===== src/pkg/urf_defines.svh =====
// constants of the register frame protocol engine
`ifndef URF_DEFINES_SVH
`define URF_DEFINES_SVH
`define URF_HEAD_BYTE      8'h7D
`define URF_OP_WRITE       4'h2
`define URF_OP_READ        4'h1
`define URF_CSUM_OFFSET    8'h33
`define URF_CMD_LEN        3'h7
`define URF_WR_RESP_LAST   10'h003
`define URF_GAP_MS         20
`define URF_CLK_KHZ        100000
`define URF_GAP_CYCLES     (`URF_GAP_MS * `URF_CLK_KHZ)
`endif


===== src/pkg/urf_pkg.sv =====
// types of the register frame protocol engine
package urf_pkg;
  typedef enum logic [2:0] {URF_IDLE, URF_RECV, URF_CHECK, URF_FETCH, URF_SEND} urf_state_t;
endpackage : urf_pkg

===== src/hdl/urf_engine.sv =====
// register frame protocol engine: decodes command frames and builds answers
// Notes on behaviour
// - a complete eight-byte frame with write operation is one write of a 32-bit register.
// - a good write is answered with a four-byte frame: head, control, address, checksum.
// - bytes go least significant bit first; the byte serialiser outside keeps this order.
// - frames start with 0x7D, control holds address 11:8 high and operation low, third byte address 7:0.
// - write data bytes four to seven carry data 7:0 first up to 31:24 last.
// - the eighth byte is the inverted sum of the seven before it plus 0x33, checked here.
// - the write answer echoes head, write control and low address unchanged.
// - the write answer checksum is the inverted sum of its three bytes plus 0x33.
// - a read is answered with 4*N+4 bytes, N from 1 to 255.
// - the fourth read byte is N, and zero means one word.
// - a read returns at most 255 words at ascending addresses from the target.
// - the read answer is head, control, N, then four bytes per word low first, then checksum.
// - more than 20 ms between two received bytes abandons the frame.
// - a broadcast frame is carried out but gets no answer.
`timescale 1ns/10ps
`default_nettype none
`include "urf_defines.svh"
module urf_engine
(
  input  wire logic        mclk,        // system clock, 100 MHz
  input  wire logic        reset,       // async reset (rx or software reset), active high
  input  wire logic [7:0]  rx_data,     // received byte
  input  wire logic        rx_valid,    // one-cycle pulse per received byte
  input  wire logic        broadcast,   // level: current frame is broadcast
  output logic [7:0]       tx_data,     // byte to transmit
  output logic             tx_valid,    // tx_data offered
  input  wire logic        tx_ready,    // transmitter takes byte
  output logic             reg_wr,      // one-cycle register write strobe
  output logic             reg_rd,      // one-cycle register read strobe
  output logic [11:0]      reg_addr,    // register address
  output logic [31:0]      reg_wdata,   // register write data
  input  wire logic [31:0] reg_rdata,   // read data, valid the cycle after reg_rd
  output logic             frame_error  // one-cycle pulse: frame dropped
);
  // ****************************************************
  // declarations
  // ****************************************************
  urf_pkg::urf_state_t state;
  logic [7:0]  cmd [0:7];
  logic [2:0]  rx_idx;
  logic [31:0] gap_cnt;
  logic        is_bcast;
  logic [7:0]  words;
  logic [7:0]  words_left;
  logic [9:0]  tx_idx;
  logic [9:0]  tx_last;
  logic [31:0] word_buf;
  logic        word_ok;
  logic        rd_pend;
  logic [7:0]  tx_sum;
  logic [7:0]  cur_byte;
  logic        q_ready;
  logic        q_push;
  logic        cmd_good;
  logic [3:0]  cmd_op;
  logic [1:0]  byte_sel;

  // inverted sum plus offset, used for command and answer
  function automatic logic [7:0] csum_fin(input logic [7:0] s);
    csum_fin = ~s + `URF_CSUM_OFFSET;
  endfunction : csum_fin

  function automatic logic [7:0] csum7(input logic [7:0] b0, b1, b2, b3, b4, b5, b6);
    csum7 = csum_fin(b0 + b1 + b2 + b3 + b4 + b5 + b6);
  endfunction : csum7

  // ****************************************************
  // command decode
  // ****************************************************
  assign cmd_op   = cmd[1][3:0];
  assign cmd_good = (cmd[0] == `URF_HEAD_BYTE)
                 && (cmd_op == `URF_OP_WRITE || cmd_op == `URF_OP_READ)
                 && (cmd[7] == csum7(cmd[0], cmd[1], cmd[2], cmd[3], cmd[4], cmd[5], cmd[6]));

  // ****************************************************
  // receive path
  // ****************************************************
  // byte collection and inter-byte timeout
  always_ff @(posedge mclk or posedge reset)
  begin
    if (reset)
    begin
      rx_idx  <= 3'h0;
      gap_cnt <= 32'h0000_0000;
      for (int i = 0; i < 8; i++) cmd[i] <= 8'h00;
    end
    else if (state == urf_pkg::URF_IDLE || state == urf_pkg::URF_RECV)
    begin
      if (rx_valid)
      begin
        cmd[rx_idx] <= rx_data;
        rx_idx      <= rx_idx + 3'h1;
        gap_cnt     <= 32'h0000_0000;
      end
      else if (state == urf_pkg::URF_RECV)
      begin
        if (gap_cnt >= `URF_GAP_CYCLES)
          rx_idx <= 3'h0;
        else
          gap_cnt <= gap_cnt + 32'h0000_0001;
      end
    end
    else
      rx_idx <= 3'h0;
  end

  // ****************************************************
  // control sequence
  // ****************************************************
  // main state machine; a stalled transmitter holds the send state
  always_ff @(posedge mclk or posedge reset)
  begin
    if (reset)
    begin
      state       <= urf_pkg::URF_IDLE;
      is_bcast    <= 1'b0;
      frame_error <= 1'b0;
    end
    else
    begin
      frame_error <= 1'b0;
      case (state)
        urf_pkg::URF_IDLE:
          if (rx_valid)
          begin
            state    <= urf_pkg::URF_RECV;
            is_bcast <= broadcast;
          end
        urf_pkg::URF_RECV:
          if (rx_valid && rx_idx == `URF_CMD_LEN)
            state <= urf_pkg::URF_CHECK;
          else if (!rx_valid && gap_cnt >= `URF_GAP_CYCLES)
            state <= urf_pkg::URF_IDLE;
        urf_pkg::URF_CHECK:
          if (!cmd_good)
          begin
            state       <= urf_pkg::URF_IDLE;
            frame_error <= 1'b1;
          end
          else if (is_bcast)
            state <= urf_pkg::URF_IDLE;
          else
            state <= urf_pkg::URF_SEND;
        urf_pkg::URF_SEND:
          if (q_push && tx_idx == tx_last)
            state <= urf_pkg::URF_IDLE;
        default:
          state <= urf_pkg::URF_IDLE;
      endcase
    end
  end

  // register access strobes and read prefetch
  always_ff @(posedge mclk or posedge reset)
  begin
    if (reset)
    begin
      reg_wr     <= 1'b0;
      reg_rd     <= 1'b0;
      reg_addr   <= 12'h000;
      reg_wdata  <= 32'h0000_0000;
      words      <= 8'h00;
      words_left <= 8'h00;
      rd_pend    <= 1'b0;
      word_ok    <= 1'b0;
      word_buf   <= 32'h0000_0000;
    end
    else
    begin
      reg_wr  <= 1'b0;
      reg_rd  <= 1'b0;
      rd_pend <= reg_rd;
      if (rd_pend)
      begin
        word_buf <= reg_rdata;
        word_ok  <= 1'b1;
      end
      if (state == urf_pkg::URF_CHECK && cmd_good)
      begin
        reg_addr  <= {cmd[1][7:4], cmd[2]};
        reg_wdata <= {cmd[6], cmd[5], cmd[4], cmd[3]};
        if (cmd_op == `URF_OP_WRITE)
          reg_wr <= 1'b1;
        else
        begin
          words      <= (cmd[3] == 8'h00) ? 8'h01 : cmd[3];
          words_left <= (cmd[3] == 8'h00) ? 8'h01 : cmd[3];
          reg_rd     <= 1'b1;
          word_ok    <= 1'b0;
        end
      end
      else if (state == urf_pkg::URF_SEND && q_push && tx_idx >= 10'h003 && tx_idx[1:0] == 2'h2
               && tx_idx != tx_last)
      begin
        // last byte of a word goes out: fetch the next address
        word_ok    <= 1'b0;
        words_left <= words_left - 8'h01;
        if (words_left != 8'h01)
        begin
          reg_addr <= reg_addr + 12'h001;
          reg_rd   <= 1'b1;
        end
      end
    end
  end

  // ****************************************************
  // answer path
  // ****************************************************
  // answer byte selection; data bytes wait until the word is fetched
  always_comb
  begin
    cur_byte = 8'h00;
    if (tx_idx == 10'h000)
      cur_byte = `URF_HEAD_BYTE;
    else if (tx_idx == 10'h001)
      cur_byte = cmd[1];
    else if (tx_idx == 10'h002)
      cur_byte = (cmd_op == `URF_OP_WRITE) ? cmd[2] : words;
    else if (tx_idx == tx_last)
      cur_byte = csum_fin(tx_sum);
    else
      cur_byte = word_buf[8 * byte_sel +: 8];
  end

  // byte within the fetched word; kept two bits wide so index 3 wraps to byte 0, not past the word
  assign byte_sel = tx_idx[1:0] + 2'h1;
  assign tx_last = (cmd_op == `URF_OP_WRITE) ? `URF_WR_RESP_LAST : {words, 2'h3};
  assign q_push  = (state == urf_pkg::URF_SEND) && q_ready
                && (tx_idx < 10'h003 || tx_idx == tx_last || word_ok);

  // byte index and running answer sum
  always_ff @(posedge mclk or posedge reset)
  begin
    if (reset)
    begin
      tx_idx <= 10'h000;
      tx_sum <= 8'h00;
    end
    else if (state != urf_pkg::URF_SEND)
    begin
      tx_idx <= 10'h000;
      tx_sum <= 8'h00;
    end
    else if (q_push)
    begin
      tx_idx <= tx_idx + 10'h001;
      tx_sum <= tx_sum + cur_byte;
    end
  end

  // buffer towards the byte serialiser, which shifts lsb first
  urf_skid u_skid
  (
    .mclk      (mclk),
    .reset     (reset),
    .in_data   (cur_byte),
    .in_valid  (q_push),
    .in_ready  (q_ready),
    .out_data  (tx_data),
    .out_valid (tx_valid),
    .out_ready (tx_ready)
  );
endmodule : urf_engine
`default_nettype wire


===== src/hdl/urf_skid.sv =====
// two-entry byte buffer with valid and ready on both sides
`timescale 1ns/10ps
`default_nettype none
module urf_skid
(
  input  wire logic       mclk,     // system clock
  input  wire logic       reset,    // async reset, active high
  input  wire logic [7:0] in_data,  // byte from the frame engine
  input  wire logic       in_valid, // in_data is offered
  output logic            in_ready, // a slot is free
  output logic [7:0]      out_data, // byte towards the byte transmitter
  output logic            out_valid,// out_data is offered
  input  wire logic       out_ready // transmitter takes the byte
);
  logic [7:0] mem [0:1];
  logic       wr_ptr;
  logic       rd_ptr;
  logic [1:0] count;
  logic       push;
  logic       pop;

  // handshake terms
  assign in_ready  = (count != 2'h2);
  assign out_valid = (count != 2'h0);
  assign push      = in_valid && in_ready;
  assign pop       = out_valid && out_ready;
  assign out_data  = mem[rd_ptr]; // storage is flip-flops

  // storage write
  always_ff @(posedge mclk or posedge reset)
  begin
    if (reset)
    begin
      mem[0] <= 8'h00;
      mem[1] <= 8'h00;
    end
    else if (push)
      mem[wr_ptr] <= in_data;
  end

  // pointers and fill level
  always_ff @(posedge mclk or posedge reset)
  begin
    if (reset)
    begin
      wr_ptr <= 1'b0;
      rd_ptr <= 1'b0;
      count  <= 2'h0;
    end
    else
    begin
      if (push) wr_ptr <= ~wr_ptr;
      if (pop)  rd_ptr <= ~rd_ptr;
      count <= count + {1'b0, push} - {1'b0, pop};
    end
  end
endmodule : urf_skid
`default_nettype wire


===== config.mk =====
export PLATFORM = sky130hd
export DESIGN_NAME = urf_engine
export DESIGN_NICKNAME = d
export VERILOG_FILES = /design/src/pkg/urf_pkg.sv /design/src/hdl/urf_engine.sv /design/src/hdl/urf_skid.sv
export VERILOG_INCLUDE_DIRS = /design/src /design/src/pkg
export SDC_FILE = /design/constraint.sdc
export NUM_CORES = 1
export LEC_CHECK = 0
export CAP_MARGIN = 0
export CORE_UTILIZATION = 45
export DETAILED_ROUTE_END_ITERATION = 16
export DONT_BUFFER_PORTS = 1
export HOLD_SLACK_MARGIN = 0.02
export SETUP_SLACK_MARGIN = 0.5
export SYNTH_ARGS = -nofsm -noshare
export SYNTH_HDL_FRONTEND = slang
export SYNTH_HIERARCHICAL = 1
export SYNTH_SLANG_ARGS = --single-unit

===== constraint.sdc =====
create_clock -name mclk -period 8 [get_ports mclk]
set_input_delay 0.8 -clock mclk [delete_from_list [all_inputs] [get_ports mclk]]
set_output_delay 0.8 -clock mclk [all_outputs]
set_load 0.01 [all_outputs]

Word-level counts from Yosys, hierarchy flattened
Index checks and enable logic that the tools add are counted.

Add/subtract/negate cells: 17. Reduce and logical (&&, ||, !) cells: 37. Divide/modulo/power cells: 0. $lt $le $gt $ge: 8. Shift-type cells: 1. Bitwise gates (word level): 8. Muxes and demuxes: 52. Equality and inequality tests: 23. Multiply operators: 0.

Operators by type and width (count): $mux W8 (16); $mux W32 (3); $bwmux W64 (1); $add A8 B8 Y8 (7); $mux W12 (3); $add A32 B1 Y32 const B (1); $ge A32 B21 Y1 const B (1); $shiftx A32 B6 Y8 (1); $mux W10 (3); $mux W3 (10); $demux W8 S3 (1); $add A8 B6 Y8 const B (2); $bwmux W16 (1); $logic_and A1 B1 Y1 (16); $not A8 Y8 (2); $add A12 B1 Y12 const B (1); $mux W1 (12); $pmux W3 S4 (1); $reduce_and A2 Y1 (6); $add A10 B1 Y10 const B (1); $eq A10 B1 Y1 const B (1); $eq A10 B10 Y1 (1); $eq A10 B2 Y1 const B (1); $ge A10 B2 Y1 const B (1); other kinds (35) (53).

Register bits after elaboration: 238. Bits in writable memories: 0. ROM bits: 0. Logic and storage cells: 175. Output and inout bits: 56. Latch bits: 0. Memories kept: 0.

Longest topological paths before layout
Depth in word-level cells: 13. Depth in mapped cells: 21. Mapped depth without buffers: 20.

Hierarchy
Netlist, hierarchy kept.

By module, submodules not included: urf_engine (seq. area each 5455.2 um2, instances 1, area an instance 11705.0 um2, cells each 1088); urf_skid (seq. area each 500.5 um2, instances 1, area an instance 928.4 um2, cells each 65).

Least setup slack after synthesis
OpenSTA, ideal clock, no wires.

Path kind: reg2reg. Start point: register cmd[10] (netlist bit). End point: register words[1]. Arrival time: 5.469 ns. Stages on the path, launching flop included: 17. Setup time: 0.125 ns. Path buffers: 1. Period minus slack after synthesis: 5.595 ns. Required time: 7.875 ns. Path slack: 2.405 ns. Path through: dfrtp_1 > fa_1 > inv_1 > fa_1 > fa_1 > inv_1 > fa_1 > inv_1 > fa_1 > xnor2_1 > o21bai_4 > or4_4 > a2111oi_4 > a31oi_2 > or4_4 > buf_6 > mux2_4.

Longest elaborated chain between the ends: 7.

Ends and longest elaborated chain: from (decl) (line urf_engine.sv:41) `logic [7:0] cmd [0:7];`; from (signal, indexed assignment) (line urf_engine.sv:93) `cmd[rx_idx] <= rx_data;`; $add A8 B8 Y8 (line urf_engine.sv:66) `csum7 = csum_fin(b0 + b1 + b2 + b3 + b4 + b5 + b6);`; $not A8 Y8 (line urf_engine.sv:62) `` csum_fin = ~s + `URF_CSUM_OFFSET; ``; $add A8 B6 Y8 (no source line); $eq A8 B8 Y1 (line urf_engine.sv:75) `&& (cmd[7] == csum7(cmd[0], cmd[1], cmd[2], cmd[3], cmd[4], cmd[5], cmd[6]));`; $logic_and A1 B1 Y1 (line urf_engine.sv:73) `` assign cmd_good = (cmd[0] == `URF_HEAD_BYTE) ``; $logic_and A1 B1 Y1 (line urf_engine.sv:180) `if (state == urf_pkg::URF_CHECK && cmd_good)`; $reduce_and A2 Y1 (no source line); to (signal assigned) (line urf_engine.sv:188) `words <= (cmd[3] == 8'h00) ? 8'h01 : cmd[3];`; to (decl) (line urf_engine.sv:45) `logic [7:0] words;`.

Every way passes these cells. A chain may end at the register's enable or synchronous reset.

Final worst setup path
Start point: register cmd[34] (netlist bit). End point: register words_left[6].

Longest elaborated chain between the ends: 11.

Ends and longest elaborated chain: $add A8 B8 Y8 (4 in series) (line urf_engine.sv:66); $not A8 Y8 (line urf_engine.sv:62); $add A8 B6 Y8 (no source line); $eq A8 B8 Y1 (line urf_engine.sv:75); $logic_and A1 B1 Y1 (line urf_engine.sv:73); $logic_and A1 B1 Y1 (line urf_engine.sv:180); $ne A2 B2 Y1 (no source line) / $reduce_bool A2 Y1 (equally long branches); $reduce_and A2 Y1 (no source line); to (signal assigned) (line urf_engine.sv:189) `words_left <= (cmd[3] == 8'h00) ? 8'h01 : cmd[3];`; to (signal assigned) (line urf_engine.sv:199) `words_left <= words_left - 8'h01;`; to (decl) (line urf_engine.sv:46) `logic [7:0] words_left;`.

Parallel ways exist; a longest one is shown, timed or not. The select of a mux whose other input is x is not followed.

==> out/results.txt <==
Final Hold Fails: 0
register area share after synthesis: 0.471
Crit. Startpoint: cmd[34]
Worst path most repeated cell: fa_1
Post-synth EDFFs: 0
Unique masters post-synth: 77
crit-path max cell delay: 640 ps
# diodes: 0
Max-slew headroom: 0.330
Async SR Flop Fraction: 1.00
Mapped Nets: 1261
Crit. End Element: flip-flop
drt via density: 5.44
slew of the pin with the lowest slew margin: 1010 ps
mean post-synth cell area: 11.0 µm²
final WL: 28.9 mm
Remaining DRCs: 0
crit path kind: reg -> reg
Clock Latency Late Sink: 550 ps
Final Max Tran Viols: 0
skew final: 13.9 ps
initial antenna violation count: 3
Synth Flop Type: dfrtp_1
GR Util All Layers: 0.209
worst-path fanout max: 11
initial core utilization: 0.464
overall die width: 170 µm
Data required, critical path: 8440 ps
postcts setup bufs: 0
CTS Buf Count: 27
met1 WL: 13.9 mm
delay-heaviest family, CP: adder cells
first-pass GRT wire length: 47.1 mm
Layout area overhead: 10.8%
fmax: 162 MHz
status: complete, no violations
Root Driver: clkbuf_16
unrepaired setup endpoints after global routing: false
RePlAce Congestion: 0.865
CTS tree: done
Layout fillers: 2467
largest net degree at the start of global routing: 141
detailed-route wire length per cell: 18.7 µm
port buffer count: 0
# IOs: 101
CP cell instances: fa_1 -> inv_1 -> fa_1 -> fa_1 -> inv_1 -> fa_1 -> inv_1 -> fa_1 -> xnor2_1 -> o21bai_4 -> or4_4 -> a2111oi_4 -> a31oi_2 -> or3_1 -> mux2_1 -> o221a_2
crit path DAT: 6600 ps
Max Cap Viol: 0
DRT antenna net count: 0
grt ovf: 0
Worst-path clk slew: 60 ps
fin nets: 1258
die area: 28700 µm²
CTS Hold Buffers Added: 0
final setup vio count: 0
synthesized cell area: 12600 µm²
Synth Register Bits: 238
Clock Tree Buf Depth: 3
Top Layer Used: met5
met2 WL: 12.7 mm
startpoint types: flip-flop
cells after synthesis: 1153
post-DP HPWL: 20.6 mm
setup tns final: 0 ps
row count: 60
CTS H-tree lvls: 1
Die Y: 170 µm
min Tclk post-route: 6160 ps
Vias: 8382
number of DRC markers in iteration 0: 410
R2R Path Start: cmd[34]
Hold Path Class: in -> async
critical path's slowest cell: or3_1
share of cells above drive strength 1: 0.185
vias in the first global route: 8279
Yosys Warn Count: 6
CTS Sinks: 238
core area: 27300 µm²
post-CTS sizing: 0
Buf/Inv on CP: 3
met3 wire length: 1.72 mm
DRT Pass-1 Iters: 5
Tcrit/Tclk final: 0.770
[routing by layer]
layer,track usage,up-vias
met5,0,-
met4,0.0443,6
met3,0.0469,39
met2,0.315,163
met1,0.308,4182
li1,-,3992
[cells in the final DEF, fill, tap and decap left out, drive strengths merged, types with 7 or more instances in the layout]
master / n
a211oi: 14
a21oi: 42
a31oi: 11
and2: 19
and3: 18
buf: 9
clkbuf: 38
dfrtp: 238
fa: 33
ha: 30
inv: 63
mux2: 129
mux4: 8
nand2: 161
nand3: 23
nand4: 12
nor2: 82
nor2b: 7
nor3: 16
o21ai: 40
xnor2: 30
xor2: 30
[worst reg2reg max path, delay by kind of cell (launching register included)]
kind                       cells  cell delay (ps)
xor gates and xnor gates       1              450
adders and majority gates      5             2590
and+or+nand+nor                2             1100
AOI/OAI and AO/OA              4              880
buffers and inverters          3              180
muxes                          1              400
DFF                            1              460
[logic make-up (layout without fill, tap and decap cells)]
group,after synthesis,after routing,share of synthesized area
compound gates,157,157,0.0824
xor+xnor,64,64,0.0488
fa+ha+maj,63,63,0.0820
buf+inv,103,120,0.0319
flops,238,238,0.471
mux,143,143,0.136
simple gates,385,385,0.147
[flip-flops by register name, indices dropped and copies added (netlist names), 8 cells and up]
name and cells:
tx_idx 10, u_skid/mem 16, words 8, reg_wdata 32, cmd 64, words_left 8, word_buf 32, reg_addr 12
tx_sum 8, gap_cnt 32
[area by class of cell]
cell class | instances | area (µm²) | share of cell area
Sequential cell | 238 | 5960 | 0.425
Clock inverter | 11 | 179 | 0.0128
Clock buffer | 38 | 797 | 0.0569
Tap cell | 372 | 465 | 0.0332
Timing Repair Buffer | 9 | 67.6 | 0.00483
Multi-Input combinational cell | 812 | 6290 | 0.450
Inverter | 62 | 240 | 0.0172
[synthesized netlist by cell type (19+ instances only)]
library cell | instances | area (µm²)
a21oi_1 | 42 | 210
and2_1 | 19 | 119
clkbuf_1 | 33 | 124
dfrtp_1 | 238 | 5960
fa_1 | 33 | 661
ha_1 | 30 | 375
inv_1 | 61 | 229
mux2_2 | 121 | 1360
nand2_1 | 161 | 604
nand3_1 | 22 | 110
nor2_1 | 82 | 308
o21ai_0 | 40 | 200
xnor2_1 | 30 | 263
xor2_1 | 30 | 263
[stage by stage]
stage | cell area [µm²] | setup WS, ps | hold WS (ps) | util | cells
after floorplan | 12600 | 1240 | 416 | - | 1153
after global placement | 13000 | 1920 | 472 | 0.478 | 1493
after detailed placement | 13000 | 1820 | 472 | 0.478 | 1493
after CTS | 14000 | 1820 | 289 | 0.514 | 1542
after global routing | 14000 | 1540 | 345 | 0.514 | 1542
final | 14000 | 1840 | 284 | 0.514 | 1542
[final timing paths]
path	to	depth (start not counted)	slack, ps
max	words_left[6]	16	1840
min	u_skid/mem[7]	1	280
max reg2reg	words_left[6]	16	1840
min reg2reg	gap_cnt[31]	1	480
max in group asynchronous	cmd[5]	2	6040
min in group mclk	state[0]	1	350
Power is not shown: default switching activity piles up to over one toggle a cycle in this logic, so the estimate is an artifact.
